**config.mk**
```make
export PLATFORM = sky130hd
export DESIGN_NAME = flash_command_status_protect
export DESIGN_NICKNAME = d
export VERILOG_FILES = /design/src/fcs_pkg.sv /design/src/fcs_if.sv /design/src/fcs_axil_slave.sv /design/src/fcs_cmd_engine.sv /design/src/flash_command_status_protect.sv
export SDC_FILE = /design/constraint.sdc
export NUM_CORES = 1
export LEC_CHECK = 0
export BUFFER_PORTS_ARGS = -buffer_cell sky130_fd_sc_hd__buf_4
export CORE_ASPECT_RATIO = 1.25
export CORE_UTILIZATION = 58
export DETAILED_ROUTE_END_ITERATION = 10
export PLACE_DENSITY = 0.92
export SLEW_MARGIN = 20
export SYNTH_ARGS = -nofsm -noshare
export SYNTH_HDL_FRONTEND = slang
export SYNTH_SLANG_ARGS = --single-unit
```
**constraint.sdc**
```tcl
create_clock -name aclk -period 6.46 [get_ports aclk]
set_input_delay 0.323 -clock aclk [delete_from_list [all_inputs] [get_ports aclk]]
set_output_delay 0.323 -clock aclk [all_outputs]
set_load 0.01 [all_outputs]
```
**src/fcs_pkg.sv**
```systemverilog
/*
 * shared constants for the flash command, status and protection block:
 * register offsets, field positions, reset values, command codes.
 * assumes an 8 KiB array addressed by byte and a 32-bit register bus.
 */
package fcs_pkg;

	localparam int FCS_AXI_AW = 8;
	localparam int FCS_FADDR_W = 13;
	localparam int FCS_BND_W = 7;
	localparam int FCS_BLK_LSB = FCS_FADDR_W - FCS_BND_W;

	localparam logic [7:0] FCS_OFF_PROT = 8'h00;
	localparam logic [7:0] FCS_OFF_STAT = 8'h04;
	localparam logic [7:0] FCS_OFF_ADDR = 8'h08;
	localparam logic [7:0] FCS_OFF_DATA = 8'h0c;
	localparam logic [7:0] FCS_OFF_CODE = 8'h10;
	localparam logic [7:0] FCS_OFF_IRQ_STAT = 8'h14;
	localparam logic [7:0] FCS_OFF_IRQ_CLR = 8'h18;
	localparam logic [7:0] FCS_OFF_IRQ_EN = 8'h1c;

	localparam int FCS_STAT_CBEF_BIT = 7;
	localparam int FCS_STAT_CCF_BIT = 6;
	localparam int FCS_STAT_PVIOL_BIT = 5;
	localparam int FCS_PROT_DIS_BIT = 0;
	localparam int FCS_PROT_BND_LSB = 1;
	localparam int FCS_PROT_BND_MSB = 7;
	localparam int FCS_IRQ_DONE_BIT = 0;
	localparam int FCS_IRQ_VIOL_BIT = 1;

	localparam logic [7:0] FCS_PROT_RST = 8'hff;
	localparam logic [7:0] FCS_BYTE_RST = 8'h00;
	localparam logic [1:0] FCS_IRQ_RST = 2'h0;

	// command codes, arbitrary encoding
	localparam logic [7:0] FCS_CMD_BLANK = 8'h01;
	localparam logic [7:0] FCS_CMD_PROG = 8'h02;
	localparam logic [7:0] FCS_CMD_BURST = 8'h03;
	localparam logic [7:0] FCS_CMD_PAGE_ERASE = 8'h04;
	localparam logic [7:0] FCS_CMD_MASS_ERASE = 8'h05;

	localparam logic [1:0] FCS_RESP_OKAY = 2'h0;
	localparam logic [1:0] FCS_RESP_SLVERR = 2'h2;

	typedef enum logic [1:0] {FCS_ARR_IDLE, FCS_ARR_REQ, FCS_ARR_RUN} fcs_arr_e;

	function automatic logic fcs_mapped(input logic [7:0] a);
		fcs_mapped = (a[1:0] == 2'h0) && (a <= FCS_OFF_IRQ_EN);
	endfunction : fcs_mapped

	// program, burst and page erase above the boundary block are protected; mass erase hits it
	// unless the boundary is at the very top
	function automatic logic fcs_is_protected(input logic [7:0] prot,
		input logic [7:0] code, input logic [FCS_FADDR_W-1:0] addr);
		logic [FCS_BND_W-1:0] bnd;
		bnd = prot[FCS_PROT_BND_MSB:FCS_PROT_BND_LSB];
		fcs_is_protected = 1'b0;
		if (!prot[FCS_PROT_DIS_BIT]) begin
			if (code == FCS_CMD_MASS_ERASE) begin
				fcs_is_protected = (bnd != {FCS_BND_W{1'b1}});
			end else if (code == FCS_CMD_PROG || code == FCS_CMD_BURST ||
				code == FCS_CMD_PAGE_ERASE) begin
				fcs_is_protected = (addr[FCS_FADDR_W-1:FCS_BLK_LSB] > bnd);
			end
		end
	endfunction : fcs_is_protected

endpackage : fcs_pkg

```
**src/fcs_if.sv**
```systemverilog
/*
 * internal carriers: register access strobes and command hand-off.
 * assumes both ends run on the same clock.
 */
`timescale 1ns/1ns
interface fcs_reg_if;
	logic wr_en;
	logic [7:0] wr_addr;
	logic [31:0] wr_data;
	logic [3:0] wr_strb;
	logic wr_err;
	logic rd_en;
	logic [7:0] rd_addr;
	logic [31:0] rd_data;
	logic rd_err;
	modport bus(output wr_en, wr_addr, wr_data, wr_strb, rd_en, rd_addr,
		input wr_err, rd_data, rd_err);
	modport core(input wr_en, wr_addr, wr_data, wr_strb, rd_en, rd_addr,
		output wr_err, rd_data, rd_err);
endinterface : fcs_reg_if

interface fcs_cmd_if;
	logic launch;
	logic [7:0] code;
	logic [12:0] addr;
	logic [7:0] data;
	logic cbef;
	logic idle;
	modport ctl(output launch, code, addr, data, input cbef, idle);
	modport eng(input launch, code, addr, data, output cbef, idle);
endinterface : fcs_cmd_if

```
**src/fcs_axil_slave.sv**
```systemverilog
/*
 * axi4-lite slave front end: takes address and data in either order,
 * issues one register strobe, answers with a registered response.
 * assumes the core decodes combinationally from the strobe address.
 */
`timescale 1ns/1ns
module fcs_axil_slave import fcs_pkg::*; (
	input wire logic aclk,
	input wire logic aresetn,
	input wire logic [7:0] s_axi_awaddr,
	input wire logic s_axi_awvalid,
	output logic s_axi_awready,
	input wire logic [31:0] s_axi_wdata,
	input wire logic [3:0] s_axi_wstrb,
	input wire logic s_axi_wvalid,
	output logic s_axi_wready,
	output logic [1:0] s_axi_bresp,
	output logic s_axi_bvalid,
	input wire logic s_axi_bready,
	input wire logic [7:0] s_axi_araddr,
	input wire logic s_axi_arvalid,
	output logic s_axi_arready,
	output logic [31:0] s_axi_rdata,
	output logic [1:0] s_axi_rresp,
	output logic s_axi_rvalid,
	input wire logic s_axi_rready,
	fcs_reg_if.bus rif
);
	logic aw_got_ff, w_got_ff, ar_got_ff, awrdy_ff, wrdy_ff, arrdy_ff;
	logic bvalid_ff, rvalid_ff;
	logic [7:0] awaddr_ff, araddr_ff;
	logic [31:0] wdata_ff, rdata_ff;
	logic [3:0] wstrb_ff;
	logic [1:0] bresp_ff, rresp_ff;
	logic nxt_aw_got, nxt_w_got, nxt_ar_got, nxt_bvalid, nxt_rvalid;
	logic [7:0] nxt_awaddr, nxt_araddr;
	logic [31:0] nxt_wdata, nxt_rdata;
	logic [3:0] nxt_wstrb;
	logic [1:0] nxt_bresp, nxt_rresp;
	logic do_wr, do_rd;

	assign do_wr = aw_got_ff & w_got_ff & ~bvalid_ff;
	assign do_rd = ar_got_ff & ~rvalid_ff;
	assign rif.wr_en = do_wr;
	assign rif.wr_addr = awaddr_ff;
	assign rif.wr_data = wdata_ff;
	assign rif.wr_strb = wstrb_ff;
	assign rif.rd_en = do_rd;
	assign rif.rd_addr = araddr_ff;

	always_comb begin
		nxt_awaddr = (s_axi_awvalid & awrdy_ff) ? s_axi_awaddr : awaddr_ff;
		nxt_wdata = (s_axi_wvalid & wrdy_ff) ? s_axi_wdata : wdata_ff;
		nxt_wstrb = (s_axi_wvalid & wrdy_ff) ? s_axi_wstrb : wstrb_ff;
		nxt_araddr = (s_axi_arvalid & arrdy_ff) ? s_axi_araddr : araddr_ff;
		nxt_aw_got = (aw_got_ff | (s_axi_awvalid & awrdy_ff)) & ~do_wr;
		nxt_w_got = (w_got_ff | (s_axi_wvalid & wrdy_ff)) & ~do_wr;
		nxt_ar_got = (ar_got_ff | (s_axi_arvalid & arrdy_ff)) & ~do_rd;
		nxt_bvalid = do_wr | (bvalid_ff & ~s_axi_bready);
		nxt_rvalid = do_rd | (rvalid_ff & ~s_axi_rready);
		nxt_bresp = do_wr ? (rif.wr_err ? FCS_RESP_SLVERR : FCS_RESP_OKAY) : bresp_ff;
		nxt_rresp = do_rd ? (rif.rd_err ? FCS_RESP_SLVERR : FCS_RESP_OKAY) : rresp_ff;
		nxt_rdata = do_rd ? rif.rd_data : rdata_ff;
	end

	always_ff @(posedge aclk) begin
		if (!aresetn) begin
			aw_got_ff <= 1'b0;
			w_got_ff <= 1'b0;
			ar_got_ff <= 1'b0;
			awrdy_ff <= 1'b0;
			wrdy_ff <= 1'b0;
			arrdy_ff <= 1'b0;
			bvalid_ff <= 1'b0;
			rvalid_ff <= 1'b0;
			awaddr_ff <= 8'h00;
			araddr_ff <= 8'h00;
			wdata_ff <= 32'h0000_0000;
			rdata_ff <= 32'h0000_0000;
			wstrb_ff <= 4'h0;
			bresp_ff <= 2'h0;
			rresp_ff <= 2'h0;
		end else begin
			aw_got_ff <= nxt_aw_got;
			w_got_ff <= nxt_w_got;
			ar_got_ff <= nxt_ar_got;
			awrdy_ff <= ~nxt_aw_got & ~nxt_bvalid;
			wrdy_ff <= ~nxt_w_got & ~nxt_bvalid;
			arrdy_ff <= ~nxt_ar_got & ~nxt_rvalid;
			bvalid_ff <= nxt_bvalid;
			rvalid_ff <= nxt_rvalid;
			awaddr_ff <= nxt_awaddr;
			araddr_ff <= nxt_araddr;
			wdata_ff <= nxt_wdata;
			rdata_ff <= nxt_rdata;
			wstrb_ff <= nxt_wstrb;
			bresp_ff <= nxt_bresp;
			rresp_ff <= nxt_rresp;
		end
	end

	assign s_axi_awready = awrdy_ff;
	assign s_axi_wready = wrdy_ff;
	assign s_axi_arready = arrdy_ff;
	assign s_axi_bvalid = bvalid_ff;
	assign s_axi_bresp = bresp_ff;
	assign s_axi_rvalid = rvalid_ff;
	assign s_axi_rresp = rresp_ff;
	assign s_axi_rdata = rdata_ff;

endmodule : fcs_axil_slave

```
**src/fcs_cmd_engine.sv**
```systemverilog
/*
 * one-deep command buffer and array hand-off sequencer.
 * assumes the array raises ack to take a request and pulses done at its end.
 */
`timescale 1ns/1ns
module fcs_cmd_engine import fcs_pkg::*; (
	input wire logic aclk,
	input wire logic aresetn,
	fcs_cmd_if.eng cmd,
	output logic array_req,
	output logic [7:0] array_code,
	output logic [FCS_FADDR_W-1:0] array_addr,
	output logic [7:0] array_data,
	input wire logic array_ack,
	input wire logic array_done
);
	fcs_arr_e arr_ff, nxt_arr;
	logic buf_full_ff, nxt_buf_full, burst_ff, nxt_burst, cbef_ff, idle_ff;
	logic [7:0] bcode_ff, nxt_bcode, bdata_ff, nxt_bdata, ocode_ff, nxt_ocode;
	logic [7:0] odata_ff, nxt_odata;
	logic [FCS_FADDR_W-1:0] baddr_ff, nxt_baddr, oaddr_ff, nxt_oaddr;
	logic hand_off;

	always_comb begin
		nxt_arr = arr_ff;
		nxt_buf_full = buf_full_ff;
		nxt_bcode = bcode_ff;
		nxt_baddr = baddr_ff;
		nxt_bdata = bdata_ff;
		hand_off = 1'b0;
		if (cmd.launch) begin
			nxt_buf_full = 1'b1;
			nxt_bcode = cmd.code;
			nxt_baddr = cmd.addr;
			nxt_bdata = cmd.data;
		end
		case (arr_ff)
			FCS_ARR_IDLE: hand_off = buf_full_ff;
			FCS_ARR_REQ: if (array_ack) nxt_arr = FCS_ARR_RUN;
			FCS_ARR_RUN: begin
				if (array_done) begin
					hand_off = buf_full_ff;
					nxt_arr = FCS_ARR_IDLE;
				end
			end
			default: nxt_arr = FCS_ARR_IDLE;
		endcase
		if (hand_off) begin
			nxt_arr = FCS_ARR_REQ;
			nxt_buf_full = 1'b0;
		end
		nxt_ocode = hand_off ? bcode_ff : ocode_ff;
		nxt_oaddr = hand_off ? baddr_ff : oaddr_ff;
		nxt_odata = hand_off ? bdata_ff : odata_ff;
		nxt_burst = hand_off ? (bcode_ff == FCS_CMD_BURST) : burst_ff;
	end

	always_ff @(posedge aclk) begin
		if (!aresetn) begin
			arr_ff <= FCS_ARR_IDLE;
			buf_full_ff <= 1'b0;
			burst_ff <= 1'b0;
			cbef_ff <= 1'b1;
			idle_ff <= 1'b1;
			bcode_ff <= 8'h00;
			baddr_ff <= '0;
			bdata_ff <= 8'h00;
			ocode_ff <= 8'h00;
			oaddr_ff <= '0;
			odata_ff <= 8'h00;
		end else begin
			arr_ff <= nxt_arr;
			buf_full_ff <= nxt_buf_full;
			burst_ff <= nxt_burst;
			cbef_ff <= ~nxt_buf_full & ((nxt_arr == FCS_ARR_IDLE) | nxt_burst);
			idle_ff <= ~nxt_buf_full & (nxt_arr == FCS_ARR_IDLE);
			bcode_ff <= nxt_bcode;
			baddr_ff <= nxt_baddr;
			bdata_ff <= nxt_bdata;
			ocode_ff <= nxt_ocode;
			oaddr_ff <= nxt_oaddr;
			odata_ff <= nxt_odata;
		end
	end

	assign cmd.cbef = cbef_ff;
	assign cmd.idle = idle_ff;
	assign array_req = (arr_ff == FCS_ARR_REQ);
	assign array_code = ocode_ff;
	assign array_addr = oaddr_ff;
	assign array_data = odata_ff;

endmodule : fcs_cmd_engine

```
**src/flash_command_status_protect.sv**
```systemverilog
/*
 * flash command launch, status flags, block protection and interrupt,
 * reached over axi4-lite. assumes a single clock for bus and array side.
 */
// Chosen here: the AXI4-Lite slave port and the register offsets.
`timescale 1ns/1ns
module flash_command_status_protect import fcs_pkg::*; (
	input wire logic aclk,
	input wire logic aresetn,
	input wire logic [7:0] s_axi_awaddr,
	input wire logic s_axi_awvalid,
	output logic s_axi_awready,
	input wire logic [31:0] s_axi_wdata,
	input wire logic [3:0] s_axi_wstrb,
	input wire logic s_axi_wvalid,
	output logic s_axi_wready,
	output logic [1:0] s_axi_bresp,
	output logic s_axi_bvalid,
	input wire logic s_axi_bready,
	input wire logic [7:0] s_axi_araddr,
	input wire logic s_axi_arvalid,
	output logic s_axi_arready,
	output logic [31:0] s_axi_rdata,
	output logic [1:0] s_axi_rresp,
	output logic s_axi_rvalid,
	input wire logic s_axi_rready,
	output logic array_req,
	output logic [7:0] array_code,
	output logic [FCS_FADDR_W-1:0] array_addr,
	output logic [7:0] array_data,
	input wire logic array_ack,
	input wire logic array_done,
	output logic irq
);
	fcs_reg_if rif();
	fcs_cmd_if cif();

	logic [7:0] prot_ff, nxt_prot;
	logic [FCS_FADDR_W-1:0] caddr_ff, nxt_caddr;
	logic [7:0] cdata_ff, nxt_cdata;
	logic [7:0] ccode_ff, nxt_ccode;
	logic ccf_ff, nxt_ccf;
	logic pviol_ff, nxt_pviol;
	logic [1:0] irq_stat_ff, nxt_irq_stat;
	logic [1:0] irq_en_ff, nxt_irq_en;
	logic irq_ff, nxt_irq;

	logic wr_lane0, wr_lane1;
	logic wr_prot, wr_stat, wr_addr, wr_data, wr_code, wr_iclr, wr_ien;
	logic launch_try, launch_ok, launch, viol, hit;
	logic [1:0] irq_evt, irq_clr;
	logic [31:0] rd_word;
	logic [7:0] stat_byte;

	fcs_axil_slave u_axil (
		.aclk(aclk),
		.aresetn(aresetn),
		.s_axi_awaddr(s_axi_awaddr),
		.s_axi_awvalid(s_axi_awvalid),
		.s_axi_awready(s_axi_awready),
		.s_axi_wdata(s_axi_wdata),
		.s_axi_wstrb(s_axi_wstrb),
		.s_axi_wvalid(s_axi_wvalid),
		.s_axi_wready(s_axi_wready),
		.s_axi_bresp(s_axi_bresp),
		.s_axi_bvalid(s_axi_bvalid),
		.s_axi_bready(s_axi_bready),
		.s_axi_araddr(s_axi_araddr),
		.s_axi_arvalid(s_axi_arvalid),
		.s_axi_arready(s_axi_arready),
		.s_axi_rdata(s_axi_rdata),
		.s_axi_rresp(s_axi_rresp),
		.s_axi_rvalid(s_axi_rvalid),
		.s_axi_rready(s_axi_rready),
		.rif(rif.bus)
	);

	fcs_cmd_engine u_eng (
		.aclk(aclk),
		.aresetn(aresetn),
		.cmd(cif.eng),
		.array_req(array_req),
		.array_code(array_code),
		.array_addr(array_addr),
		.array_data(array_data),
		.array_ack(array_ack),
		.array_done(array_done)
	);

	// write decode
	always_comb begin
		wr_lane0 = rif.wr_en & rif.wr_strb[0];
		wr_lane1 = rif.wr_en & rif.wr_strb[1];
		wr_prot = 1'b0;
		wr_stat = 1'b0;
		wr_addr = 1'b0;
		wr_data = 1'b0;
		wr_code = 1'b0;
		wr_iclr = 1'b0;
		wr_ien = 1'b0;
		if (rif.wr_addr == FCS_OFF_PROT) begin
			wr_prot = wr_lane0;
		end else if (rif.wr_addr == FCS_OFF_STAT) begin
			wr_stat = wr_lane0;
		end else if (rif.wr_addr == FCS_OFF_ADDR) begin
			wr_addr = rif.wr_en;
		end else if (rif.wr_addr == FCS_OFF_DATA) begin
			wr_data = wr_lane0;
		end else if (rif.wr_addr == FCS_OFF_CODE) begin
			wr_code = wr_lane0;
		end else if (rif.wr_addr == FCS_OFF_IRQ_CLR) begin
			wr_iclr = wr_lane0;
		end else if (rif.wr_addr == FCS_OFF_IRQ_EN) begin
			wr_ien = wr_lane0;
		end
		rif.wr_err = ~fcs_mapped(rif.wr_addr);
	end

	// launch and protection check
	always_comb begin
		launch_try = wr_stat & rif.wr_data[FCS_STAT_CBEF_BIT] & cif.cbef;
		// only a burst may join a running burst
		launch_ok = launch_try & (cif.idle | (ccode_ff == FCS_CMD_BURST));
		hit = fcs_is_protected(prot_ff, ccode_ff, caddr_ff);
		viol = launch_ok & hit;
		launch = launch_ok & ~hit;
		cif.launch = launch;
		cif.code = ccode_ff;
		cif.addr = caddr_ff;
		cif.data = cdata_ff;
	end

	// staged command and protection registers
	always_comb begin
		nxt_prot = wr_prot ? rif.wr_data[7:0] : prot_ff;
		nxt_ccode = wr_code ? rif.wr_data[7:0] : ccode_ff;
		nxt_cdata = wr_data ? rif.wr_data[7:0] : cdata_ff;
		nxt_caddr = caddr_ff;
		if (wr_addr && rif.wr_strb[0]) begin
			nxt_caddr[7:0] = rif.wr_data[7:0];
		end
		if (wr_addr && rif.wr_strb[1]) begin
			nxt_caddr[FCS_FADDR_W-1:8] = rif.wr_data[FCS_FADDR_W-1:8];
		end
	end

	always_ff @(posedge aclk) begin
		if (!aresetn) begin
			prot_ff <= FCS_PROT_RST;
			ccode_ff <= FCS_BYTE_RST;
			cdata_ff <= FCS_BYTE_RST;
			caddr_ff <= '0;
		end else begin
			prot_ff <= nxt_prot;
			ccode_ff <= nxt_ccode;
			cdata_ff <= nxt_cdata;
			caddr_ff <= nxt_caddr;
		end
	end

	// status flags and interrupt
	always_comb begin
		// no write path into this flag
		nxt_ccf = launch ? 1'b0 : cif.idle;
		// write one clears; a same-cycle violation wins
		nxt_pviol = viol | (pviol_ff & ~(wr_stat & rif.wr_data[FCS_STAT_PVIOL_BIT]));
		irq_evt = 2'h0;
		irq_evt[FCS_IRQ_DONE_BIT] = nxt_ccf & ~ccf_ff;
		irq_evt[FCS_IRQ_VIOL_BIT] = viol;
		irq_clr = wr_iclr ? rif.wr_data[1:0] : 2'h0;
		// set beats clear
		nxt_irq_stat = (irq_stat_ff & ~irq_clr) | irq_evt;
		nxt_irq_en = wr_ien ? rif.wr_data[1:0] : irq_en_ff;
		nxt_irq = |(nxt_irq_stat & nxt_irq_en);
	end

	always_ff @(posedge aclk) begin
		if (!aresetn) begin
			ccf_ff <= 1'b1;
			pviol_ff <= 1'b0;
			irq_stat_ff <= FCS_IRQ_RST;
			irq_en_ff <= FCS_IRQ_RST;
			irq_ff <= 1'b0;
		end else begin
			ccf_ff <= nxt_ccf;
			pviol_ff <= nxt_pviol;
			irq_stat_ff <= nxt_irq_stat;
			irq_en_ff <= nxt_irq_en;
			irq_ff <= nxt_irq;
		end
	end

	// read mux; write-only clear register reads as zero
	always_comb begin
		stat_byte = 8'h00;
		stat_byte[FCS_STAT_CBEF_BIT] = cif.cbef;
		stat_byte[FCS_STAT_CCF_BIT] = ccf_ff;
		stat_byte[FCS_STAT_PVIOL_BIT] = pviol_ff;
		rd_word = 32'h0000_0000;
		if (rif.rd_addr == FCS_OFF_PROT) begin
			rd_word[7:0] = prot_ff;
		end else if (rif.rd_addr == FCS_OFF_STAT) begin
			rd_word[7:0] = stat_byte;
		end else if (rif.rd_addr == FCS_OFF_ADDR) begin
			rd_word[FCS_FADDR_W-1:0] = caddr_ff;
		end else if (rif.rd_addr == FCS_OFF_DATA) begin
			rd_word[7:0] = cdata_ff;
		end else if (rif.rd_addr == FCS_OFF_CODE) begin
			rd_word[7:0] = ccode_ff;
		end else if (rif.rd_addr == FCS_OFF_IRQ_STAT) begin
			rd_word[1:0] = irq_stat_ff;
		end else if (rif.rd_addr == FCS_OFF_IRQ_EN) begin
			rd_word[1:0] = irq_en_ff;
		end
		rif.rd_data = rd_word;
		rif.rd_err = ~fcs_mapped(rif.rd_addr);
	end

	assign irq = irq_ff;

endmodule : flash_command_status_protect

```
==> impl_metrics.yaml <==
grt:
  grt_pass1_wl_um: 24710
  grt_max_degree: 76
  grt_pass1_vias: 5112
  track_usage_pct: 26.63
  antenna_found_initial: 0
  grt_overflow: 0
synth:
  synth_top_area_share_pct: 49.05
  avgSynthCellArea_um2: 8.780
  synth-edff-count: 0
  synth_warnings: 0
  synth.cell_area_um2: 6611
  ys.flop_type: "dfxtp_1"
  netlist_instances: 753
  ys_types: 56
  synthArstFlopShare_pct: 0
  synth.yosys.seq_area_share_pct: 49.05
  ys_ff_latch: 162
  ys_top_cells_by_area: "dfxtp_1 (49%), mux2i_1 (9.8%), nand2_1 (7.9%)"
  synth_top_area_cell: "dfxtp_1"
clocking:
  htreeDepth: 4
  numCtsBuffers: 17
  cts_setup_buffers: 0
  clock_path_buffers: 2
  clk_latency_ps: 420
  cts_tree: "built"
  clk_pin_slew_ps: 60
  cts.sinks: 162
  post_cts_resized: 0
  cts_root_buffer: "clkbuf_16"
  ctsHoldBuffers: 0
routing:
  vias: 5448
  drc: 0
  routed_wl_um: 15270
  drtIter0Drc: 353
  avgViaCountPerCell: 5.622
  routedWlPerCell_um: 15.76
  first_pass_iters: 5
  ant_nets: 0
critical_path:
  required_ps: 6770
  path_class: "reg -> reg"
  endpoint_kind: "register"
  arrival_ps: 3160
  critPathLaunchType: "register"
  crit_fanout: 33
power:
  p_per_area_nw_per_um2: 281.0
  p_leak_uw: 0.003235
  irDropWorstVdd_mv: 0.1952
cells_and_area:
  syn_to_final_growth_pct: 17.90
  drive_above_1_share_pct: 16.91
  postLayoutCoreUtil_pct: 70.33
  fin_nets: 890
  n_antenna_cell: 0
outcome:
  status: "finished clean"
floorplanning:
  die_h_um: 121.4
  start_util_pct: 59.65
  core_um2: 11080
  die_x_um: 97.50
  dieArea_um2: 11830
  num_io_pins: 133
  std_cell_rows: 43
sta:
  slew_headroom_pct: 34.39
  fmax_mhz: 351.1
  fin_setup_tns_ps: 0
  fin_crit_ps: 2848
  rsz0062_at_grt: "no"
  fin_worst_skew_ps: 7.011
  slew_violations: 0
  setup_viol: 0
  timing.final.crit_share_pct: 44.09
  final_hold_viol_count: 0
  tightestPinTransition_ps: 984.2
flow_run:
  maxCapViolations: 0
place:
  numPortBuffers: 90
  gp_congestion: 0.9281
  hpwl_um: 10410
hold_path:
  worstHoldPathType: "in -> reg"
## synth_stat cells (all sizes together) (2+ instances only)
cell type and instances:
nor2 79, mux2 3, a21oi 89, a221oi 2, buf 26, mux2i 65, nor2b 3, nand2b 9
a2bb2oi 2, and3 3, or3 2, inv 14, a32oi 2, nor3 14, nand3b 3, ha 7
a311oi 2, and2 3, dfxtp 162, nand2 140, nor3b 3, nor4b 2, a221o 2, clkbuf 38
a22oi 6, o21ai 16, mux4 2, nand3 25, nand4 5, nor4 6
## cells by family after synthesis
kind of cell / Yosys count / synth area share, %
and+or+nand+nor: 304 / 20.61
DFF: 162 / 49.05
muxes: 70 / 11.03
adders and majority gates: 7 / 1.325
other: 1 / 0.05672
AOI/OAI and AO/OA: 131 / 11.53
buffers and inverters: 78 / 6.397
## sequential cells by signal (all words and copies together), names as in the netlist, 8 cells and up
| name | cells |
|---|---|
| prot_ff | 8 |
| ccode_ff | 8 |
| u_eng.baddr_ff | 13 |
| u_eng.array_addr | 13 |
| u_axil.rif.wr_data | 13 |
| u_eng.bcode_ff | 8 |
| u_axil.rif.rd_addr | 8 |
| u_eng.array_code | 8 |
| u_axil.rif.wr_addr | 8 |
| caddr_ff | 13 |
| u_axil.s_axi_rdata | 13 |
| u_eng.bdata_ff | 8 |
| cdata_ff | 8 |
| u_eng.array_data | 8 |
## layout by cell type (no fill, tap or decap), types with 13 or more instances in the layout
cell type | netlist | final
buf_4 | 21 | 94
mux2i_1 | 65 | 65
nand3_1 | 25 | 25
dfxtp_1 | 162 | 162
inv_1 | 14 | 13
nand2_1 | 140 | 140
conb_1 | 1 | 21
nor3_1 | 13 | 13
a21oi_1 | 89 | 89
clkbuf_16 | 0 | 17
nor2_1 | 79 | 79
o21ai_0 | 16 | 16
## cell type report
type / instances / area, µm²
fillers: 829 / 3288
flip-flops and latches: 162 / 3243
multi-input cells: 533 / 3020
repair buffers: 94 / 705.7
clock buffers: 23 / 478.0
well taps: 135 / 168.9
clock inverters: 8 / 125.1
inverters: 14 / 53.80
## report_power, final
part,leakage (µW),total (µW),internal [µW],switching [µW]
sequential,0.00131,1040,1020,24.7
clock,0.000294,1020,638,383
combinational,0.00163,126,52.4,73.7
total,0.00324,2190,1710,482
## layer usage
layer  part of all wire (%)  GRT usage, %  vias to the layer above
met2                     50         45.37                      186
met1                     42         31.31                     2543
met3                    5.1         5.703                       40
met4                    3.8         14.34                        0
li1                       -             -                     2679
met5                      0             0                        -
## per-stage QoR
stage / worst slack (ps) / cells / total power [µW] / area, µm² / hold slack [ps]
finish: 3612 / 969 / 2190 / 7795 / 146.9
detailed placement: 3673 / 938 / 1188 / 7192 / 445.9
global placement: 3659 / 938 / 1185 / 7192 / 442.8
global route: 3540 / 969 / 2257 / 7795 / 151.8
CTS: 3607 / 969 / 2195 / 7795 / 136.1
floorplan: 4118 / 773 / 1148 / 6686 / 428.5
## critical path, cell delays in order, from the launching register on
cell      delay [ps]
dfxtp_1          380
inv_1             90
ha_1             330
a21o_1           170
a221o_2          380
a31o_2           260
a311oi_4         200
buf_4            510
nor3_1           120
a211o_1          310
## final timing paths
check	from	end	slack, ps	depth (start not counted)
hold reg to reg	u_eng.baddr_ff[12]$_SDFFE_PN0P_	u_eng.array_addr[12]$_SDFFE_PN0P_	450	2
setup reg to reg	prot_ff[6]$_SDFFE_PN1P_	irq$_SDFF_PN0_	3610	9
setup / recovery	prot_ff[6]$_SDFFE_PN1P_	irq$_SDFF_PN0_	3610	9
hold / removal	s_axi_wstrb[1]	u_axil.rif.wr_strb[1]$_SDFFE_PN0P_	150	3
No activity file was read; power rests on OpenSTA's default activity.
